==> config.mk <==
export PLATFORM = sky130hd
export DESIGN_NAME = gpdc_top
export DESIGN_NICKNAME = d
export VERILOG_FILES = /design/src/design/gpdc_top.v /design/src/design/gpdc_sync2.v /design/src/design/gpdc_pin_ctl.v
export VERILOG_INCLUDE_DIRS = /design/src /design/src/design
export SDC_FILE = /design/constraint.sdc
export NUM_CORES = 1
export LEC_CHECK = 0
export BUFFER_PORTS_ARGS = -buffer_cell sky130_fd_sc_hd__buf_2
export CORE_MARGIN = 10
export CORE_UTILIZATION = 40
export DETAILED_ROUTE_END_ITERATION = 8
export PLACE_DENSITY = 0.75
export REMOVE_ABC_BUFFERS = 1
export SLEW_MARGIN = 20
export SYNTH_ARGS = -nofsm -noshare
export SYNTH_HDL_FRONTEND = slang
export SYNTH_SLANG_ARGS = --single-unit
==> constraint.sdc <==
create_clock -name pclk -period 1.4 [get_ports pclk]
set_input_delay 0.21 -clock pclk [delete_from_list [all_inputs] [get_ports pclk]]
set_output_delay 0.21 -clock pclk [all_outputs]
set_load 0.05 [all_outputs]
==> src/design/gpdc_map.vh <==
`ifndef GPDC_MAP_VH
`define GPDC_MAP_VH
// Register byte addresses (index times four)
`define GPDC_IDX_PIN_CFG      8'h21
`define GPDC_IDX_PATH_CFG     8'h22
`define GPDC_ADDR_PIN_CFG     12'h084
`define GPDC_ADDR_PATH_CFG    12'h088
`define GPDC_ADDR_REMOTE_STAT 12'h08C
`define GPDC_ADDR_PIN_STAT    12'h090
// Reset values
`define GPDC_RST_PIN_CFG      8'h00
`define GPDC_RST_PATH_CFG     8'h00
// Pin configuration fields
`define GPDC_B_LOCAL_OUT      7
`define GPDC_B_FAR_CONTROL    6
`define GPDC_B_DIRECTION      5
`define GPDC_B_FUNCTION_ON    4
`define GPDC_A_LOCAL_OUT      3
`define GPDC_A_FAR_CONTROL    2
`define GPDC_A_DIRECTION      1
// Datapath fields
`define GPDC_LOAD_BLOCK       7
`define GPDC_PASSTHROUGH      6
`define GPDC_VALID_POLARITY   5
`define GPDC_REGEN_SUPPRESS   4
`define GPDC_QUAD_OVERRIDE    3
`define GPDC_VIDEO_18BIT      2
`define GPDC_INBAND_XPORT     1
`define GPDC_QUAD_ENABLE      0
// Pin mode codes {direction, enable}
`define GPDC_MODE_FUNC        2'h0
`define GPDC_MODE_GP_OUT      2'h1
`define GPDC_MODE_TRISTATE    2'h2
`define GPDC_MODE_GP_IN       2'h3
`endif

==> src/design/gpdc_top.v <==
`timescale 1ns/1ns
`include "gpdc_map.vh"
module gpdc_top (
  // Clock and reset
  input  wire        pclk,
  input  wire        presetn,
  // APB slave
  input  wire        psel,
  input  wire        penable,
  input  wire        pwrite,
  input  wire [11:0] paddr,
  input  wire [31:0] pwdata,
  output wire [31:0] prdata,
  output wire        pready,
  output wire        pslverr,
  // Forward channel settings
  input  wire        fwd_load,
  input  wire [6:0]  fwd_settings,
  input  wire        far_a_value,
  input  wire        far_b_value,
  // Functional pin sources
  input  wire        func_a_value,
  input  wire        func_b_value,
  // Pin A pad
  input  wire        pin_a_in,
  output wire        pin_a_out,
  output wire        pin_a_oe,
  // Pin B pad
  input  wire        pin_b_in,
  output wire        pin_b_out,
  output wire        pin_b_oe,
  // Pixel path
  input  wire [23:0] pixel_in,
  input  wire        pixel_valid_strobe,
  input  wire [23:0] aux_in,
  input  wire        aux_valid,
  output reg  [23:0] pixel_out,
  output reg         pixel_out_valid,
  // Mode outputs
  output wire        protect_enable,
  output wire        video_18bit,
  output wire        i2s_inband,
  output wire        i2s_quad_enable
);
  reg  [7:0]  pin_pair_upper_config_r;
  reg  [7:0]  video_audio_path_config_r;
  reg  [31:0] rdata_r;
  reg  [31:0] rdata_nxt;
  wire        wr_en;
  wire        rd_en;
  wire        a_level;
  wire        b_level;
  wire        strobe_s;
  wire        fwd_load_s;
  wire [6:0]  fwd_settings_s;
  wire        far_a_s;
  wire        far_b_s;
  wire [1:0]  mode_a;
  wire [1:0]  mode_b;
  wire        pixel_passthrough;
  wire        frame_valid_polarity;
  wire        audio_regen_suppress;
  wire        active_frame;
  wire        mapped;

  // Link-side inputs arrive from another domain
  gpdc_sync2 #(.W(11)) u_link_sync (
    .pclk    (pclk),
    .presetn (presetn),
    .d       ({fwd_load, fwd_settings, far_a_value, far_b_value, pixel_valid_strobe}),
    .q       ({fwd_load_s, fwd_settings_s, far_a_s, far_b_s, strobe_s})
  );

  assign wr_en   = psel & penable & pwrite;
  assign rd_en   = psel & ~penable & ~pwrite;
  assign pready  = 1'b1;
  assign mapped  = (paddr == `GPDC_ADDR_PIN_CFG) | (paddr == `GPDC_ADDR_PATH_CFG) |
                   (paddr == `GPDC_ADDR_REMOTE_STAT) | (paddr == `GPDC_ADDR_PIN_STAT);
  assign pslverr = psel & penable & ~mapped;

  always @(posedge pclk or negedge presetn) begin
    if (!presetn) begin
      pin_pair_upper_config_r <= `GPDC_RST_PIN_CFG;
    end else if (wr_en && paddr == `GPDC_ADDR_PIN_CFG) begin
      // Reserved bit 0 kept at zero
      pin_pair_upper_config_r <= {pwdata[7:1], 1'b0};
    end
  end

  // Software write wins over a simultaneous forward load
  always @(posedge pclk or negedge presetn) begin
    if (!presetn) begin
      video_audio_path_config_r <= `GPDC_RST_PATH_CFG;
    end else if (wr_en && paddr == `GPDC_ADDR_PATH_CFG) begin
      video_audio_path_config_r <= pwdata[7:0];
    end else if (fwd_load_s && !video_audio_path_config_r[`GPDC_LOAD_BLOCK]) begin
      video_audio_path_config_r[6:0] <= fwd_settings_s;
    end
  end

  always @* begin
    rdata_nxt = 32'h00000000;
    case (paddr)
      `GPDC_ADDR_PIN_CFG:     rdata_nxt[7:0] = pin_pair_upper_config_r;
      `GPDC_ADDR_PATH_CFG:    rdata_nxt[7:0] = video_audio_path_config_r;
      `GPDC_ADDR_REMOTE_STAT: rdata_nxt[6:0] = fwd_settings_s;
      `GPDC_ADDR_PIN_STAT:    rdata_nxt[3:0] = {pin_b_oe, b_level, pin_a_oe, a_level};
      default:                rdata_nxt = 32'h00000000;
    endcase
  end

  always @(posedge pclk or negedge presetn) begin
    if (!presetn) begin
      rdata_r <= 32'h00000000;
    end else if (rd_en) begin
      rdata_r <= rdata_nxt;
    end
  end
  assign prdata = rdata_r;

  assign mode_a = {pin_pair_upper_config_r[`GPDC_A_DIRECTION], 1'b0};
  assign mode_b = {pin_pair_upper_config_r[`GPDC_B_DIRECTION],
                   pin_pair_upper_config_r[`GPDC_B_FUNCTION_ON]};

  gpdc_pin_ctl u_pin_a (
    .pclk        (pclk),
    .presetn     (presetn),
    .local_out   (pin_pair_upper_config_r[`GPDC_A_LOCAL_OUT]),
    .far_control (pin_pair_upper_config_r[`GPDC_A_FAR_CONTROL]),
    .mode        (mode_a),
    .far_value   (far_a_s),
    .func_value  (func_a_value),
    .pad_in      (pin_a_in),
    .pad_out     (pin_a_out),
    .pad_oe      (pin_a_oe),
    .pad_level   (a_level)
  );

  gpdc_pin_ctl u_pin_b (
    .pclk        (pclk),
    .presetn     (presetn),
    .local_out   (pin_pair_upper_config_r[`GPDC_B_LOCAL_OUT]),
    .far_control (pin_pair_upper_config_r[`GPDC_B_FAR_CONTROL]),
    .mode        (mode_b),
    .far_value   (far_b_s),
    .func_value  (func_b_value),
    .pad_in      (pin_b_in),
    .pad_out     (pin_b_out),
    .pad_oe      (pin_b_oe),
    .pad_level   (b_level)
  );

  assign pixel_passthrough    = video_audio_path_config_r[`GPDC_PASSTHROUGH];
  assign frame_valid_polarity = video_audio_path_config_r[`GPDC_VALID_POLARITY];
  assign audio_regen_suppress = video_audio_path_config_r[`GPDC_REGEN_SUPPRESS];
  assign active_frame = strobe_s ^ frame_valid_polarity;
  assign protect_enable = ~pixel_passthrough;
  assign video_18bit = video_audio_path_config_r[`GPDC_VIDEO_18BIT];
  assign i2s_inband = video_audio_path_config_r[`GPDC_INBAND_XPORT];
  assign i2s_quad_enable = video_audio_path_config_r[`GPDC_QUAD_OVERRIDE] &
                           video_audio_path_config_r[`GPDC_QUAD_ENABLE];

  // Pixel data are sampled as a level; no alignment with the strobe is promised
  always @(posedge pclk or negedge presetn) begin
    if (!presetn) begin
      pixel_out       <= 24'h000000;
      pixel_out_valid <= 1'b0;
    end else if (pixel_passthrough) begin
      pixel_out       <= pixel_in;
      pixel_out_valid <= 1'b1;
    end else if (active_frame) begin
      pixel_out       <= pixel_in;
      pixel_out_valid <= 1'b1;
    end else if (aux_valid && !audio_regen_suppress) begin
      pixel_out       <= aux_in;
      pixel_out_valid <= 1'b1;
    end else begin
      pixel_out       <= 24'h000000;
      pixel_out_valid <= 1'b0;
    end
  end
endmodule // gpdc_top

==> src/design/gpdc_sync2.v <==
`timescale 1ns/1ns
module gpdc_sync2 #(
  parameter W = 1
) (
  // Clock and reset
  input  wire         pclk,
  input  wire         presetn,
  // Data
  input  wire [W-1:0] d,
  output wire [W-1:0] q
);
  reg [W-1:0] meta_r;
  reg [W-1:0] sync_r;
  always @(posedge pclk or negedge presetn) begin
    if (!presetn) begin
      meta_r <= {W{1'b0}};
      sync_r <= {W{1'b0}};
    end else begin
      meta_r <= d;
      sync_r <= meta_r;
    end
  end
  assign q = sync_r;
endmodule // gpdc_sync2

==> src/design/gpdc_pin_ctl.v <==
`timescale 1ns/1ns
`include "gpdc_map.vh"
module gpdc_pin_ctl (
  // Clock and reset
  input  wire       pclk,
  input  wire       presetn,
  // Configuration
  input  wire       local_out,
  input  wire       far_control,
  input  wire [1:0] mode,
  input  wire       far_value,
  input  wire       func_value,
  // Pad
  input  wire       pad_in,
  output reg        pad_out,
  output reg        pad_oe,
  output wire       pad_level
);
  gpdc_sync2 #(.W(1)) u_in_sync (
    .pclk    (pclk),
    .presetn (presetn),
    .d       (pad_in),
    .q       (pad_level)
  );
  always @(posedge pclk or negedge presetn) begin
    if (!presetn) begin
      pad_out <= 1'b0;
      pad_oe  <= 1'b0;
    end else if (far_control) begin
      pad_out <= far_value;
      pad_oe  <= 1'b1;
    end else begin
      case (mode)
        `GPDC_MODE_FUNC: begin
          pad_out <= func_value;
          pad_oe  <= 1'b1;
        end
        `GPDC_MODE_GP_OUT: begin
          pad_out <= local_out;
          pad_oe  <= 1'b1;
        end
        default: begin
          pad_out <= 1'b0;
          pad_oe  <= 1'b0;
        end
      endcase
    end
  end
endmodule // gpdc_pin_ctl

==> metrics <==
antenna diode count 0; Pleak 2.42 nW; Clock transition at path regs 0.08 ns; total track usage 15.3%; final period utilization 108%; Starting Density 41.4%; ys async rst share 100%; Clk Latency, worst-skew pair 0.35 ns; Crit Path Class in2reg; type of origin of the critical path input pin; Area Growth Syn to Fin 44.1%; status complete, but fails checks; Clock Path Buffers 2; row count 32; full die area 0.0121 mm2; worst r2r src video_audio_path_config_r[7]$_DFFE_PN0P_; Hold Path End pixel_out[19]$_DFF_PN0_; DRC errors left 0; share of cells above drive strength 1 46.2%; largest cells by area after synthesis dfrtp_1 60%, nand2_1 6.8%, buf_4 6.0%; FF+latch count, synth 78; worst r2r dst video_audio_path_config_r[0]$_DFFE_PN0P_; vias per inst 4.74; failing checks setup timing; Core Area 0.00781 mm2; Multi-input gate area 0.00125 mm2; gpl congestion 0.835; largest net degree at the start of global routing 36; CP endpoint kind register; Final Skew 0.0121 ns; Yosys top cell area share 60.3%; CTS tree done; Final WS setup -0.112 ns; ANT nets after route 0; dpl hpwl 7.03 mm; synth unique cells 37; hold path start pixel_in[19]; layout net count 571; CTS sink count 78; Final min period 1.51 ns; worst-path maximum fanout 7; Worst slew margin 65.2%; GRT overflow 0; PwrDens 1190 mW/mm2; reg2reg path depth 3; initial drt markers 93; Die Width 110 um; final WL 9.48 mm; PortBufs 130; TritonCTS Buffers 9; syn_area_per_cell 11.2 um2; Worst Path Arrival 1.74 ns; antenna violations before repair 0; number of synthesized flops with an enable pin 0; final count of hold timing violations 0; sequential area share after synthesis 60.3%; Synth warnings 0; via count 2680; io pins 180; htree depth 3; Reg area 0.00195 mm2; Power Total 5.53 mW; first-pass GRT wire length 14.4 mm; fill cell count 634; max cap viols 0; CTS root buffer clkbuf_8; Reg2Reg Setup Slack 0.01 ns; router iterations before antenna repair 4; hold slack 0.0505 ns; Fmax 0.661 GHz; max-slew violations 0; Mapped Cells 288; unrepaired setup endpoints after global routing true; Final setup viols 18; WL per Instance 16.8 um; Die Ht 110 um; worst vdd rail ir drop 505 uV; WHS Path Cells 3; cell taking the most area after synthesis dfrtp_1; Slew @ Worst Pin 0.522 ns; Final TNS setup -0.817 ns; class of the worst hold path in2reg; Crit path required time 1.63 ns; number of global-route vias before repair 2962; Netlist Area Pre-Place 0.00323 mm2; Top FF cell, synth dfrtp_1
==> worst max-delay path, stage by stage <==
cell and delay, ns:
buf_6 0.09, or4_4 0.54, nor3_4 0.14, buf_4 0.14, buf_6 0.12, nand4_4 0.16, mux2_4 0.35
==> per-stage QoR <==
step	utilization [%]	cell area (um2)	std cells	worst slack [ns]
after floorplan	-	3080	273	-0.332
after global placement	52.4	4090	532	-0.371
after global routing	59.7	4660	565	-0.131
after detailed placement	52.4	4090	532	-0.402
after CTS	57.3	4480	563	-0.155
final	59.7	4660	565	-0.112
==> how the worst max path moves through the flow <==
stage                    from                                  endpoint  slack (ns)  cells after the start
floorplan            paddr[9]  video_audio_path_config_r[7]$_DFFE_PN0P_       -0.33                      4
global placement     paddr[9]    pin_pair_upper_config_r[5]$_DFFE_PN0P_       -0.37                      5
detailed placement   paddr[9]    pin_pair_upper_config_r[4]$_DFFE_PN0P_       -0.40                      5
CTS                 paddr[10]                                   pslverr       -0.15                      5
global route        paddr[10]    pin_pair_upper_config_r[4]$_DFFE_PN0P_       -0.13                      7
finish              paddr[10]    pin_pair_upper_config_r[4]$_DFFE_PN0P_       -0.11                      7
==> synth_stat cells, types with 2 or more instances <==
cell      instances
a22o_1            5
nand2_1          59
a22oi_1           4
a41oi_1           3
mux2_2           13
mux2i_1           8
and2_1            2
conb_1            2
and3_1            2
a21oi_1           7
buf_4            26
nand4_1           3
inv_1             2
o21ai_0           3
dfrtp_1          78
o31ai_1           5
nand2b_1          3
nand3_1          24
nor2_1           10
nor2b_1           3
clkbuf_1         10
==> sequential cells by signal, indices dropped and copies added (netlist names) <==
signal	cells
u_pin_b.pad_out	1
u_link_sync.q	11
prdata	8
u_pin_a.pad_out	1
u_pin_a.u_in_sync.q	1
u_pin_a.pad_oe	1
video_audio_path_config_r	8
pixel_out	24
u_link_sync.meta_r	11
u_pin_a.u_in_sync.meta_r	1
u_pin_b.pad_oe	1
u_pin_b.u_in_sync.q	1
pixel_out_valid	1
pin_pair_upper_config_r	7
u_pin_b.u_in_sync.meta_r	1
==> per-layer routing <==
layer | share of wire, % | vias to the layer above | wire length, um | GRT usage, %
met5 | 0 | - | 0 | 0
met4 | 1.0 | 0 | 99 | 6.13
met3 | 12 | 12 | 1100 | 7.20
met2 | 49 | 139 | 4610 | 24.2
met1 | 39 | 1256 | 3670 | 17.4
li1 | - | 1273 | - | -
==> placed cells by master (no fill, tap or decap), drive strengths merged, types with 2 or more instances in the layout <==
cell,Yosys,routed
dfrtp,78,78
buf,28,158
mux2,13,13
a41oi,3,3
mux2i,8,8
a22oi,4,4
and2,2,2
o21ai,3,3
and3,2,2
dlygate4sd3,0,14
inv,2,4
nand2b,3,3
nor2,10,10
nand4,4,4
a21oi,7,7
o31ai,5,5
nand2,59,59
clkbuf,10,12
conb,2,25
nor2b,3,3
bufinv,0,2
a22o,5,5
nand3,25,25
==> power by group <==
group          internal, mW  switching (mW)  total, mW
sequential             2.39          0.0563       2.45
clock                  1.02           0.843       1.86
combinational         0.350           0.869       1.22
==> area by class of cell <==
cell class | count | share of cell area (%)
clock buffers | 10 | 2.74
inverters | 2 | 0.161
clock inverters | 6 | 2.01
multi-input cells | 193 | 26.9
flip-flops and latches | 78 | 41.9
repair buffers | 174 | 23.6
well taps | 102 | 2.74
==> repair_timing <==
item                                   CTS  global route
setup buffers                            2             1
endpoints found under the hold margin   91             0
resized for setup                        7            37
pin swaps                                5             7
cloned                                   0             1
hold buffers                            14             0
setup endpoints to repair               12            30
==> logic make-up after synthesis <==
| family | synth area share, % |
|---|---|
| AO/OA/AOI/OAI | 6.50 |
| XOR/XNOR | 0.542 |
| flip-flops | 60.3 |
| other | 0.232 |
| buffers and inverters | 7.70 |
| multiplexers | 7.00 |
| AND/OR/NAND/NOR | 17.7 |
Note: power is estimated with default switching activity, not from simulation.
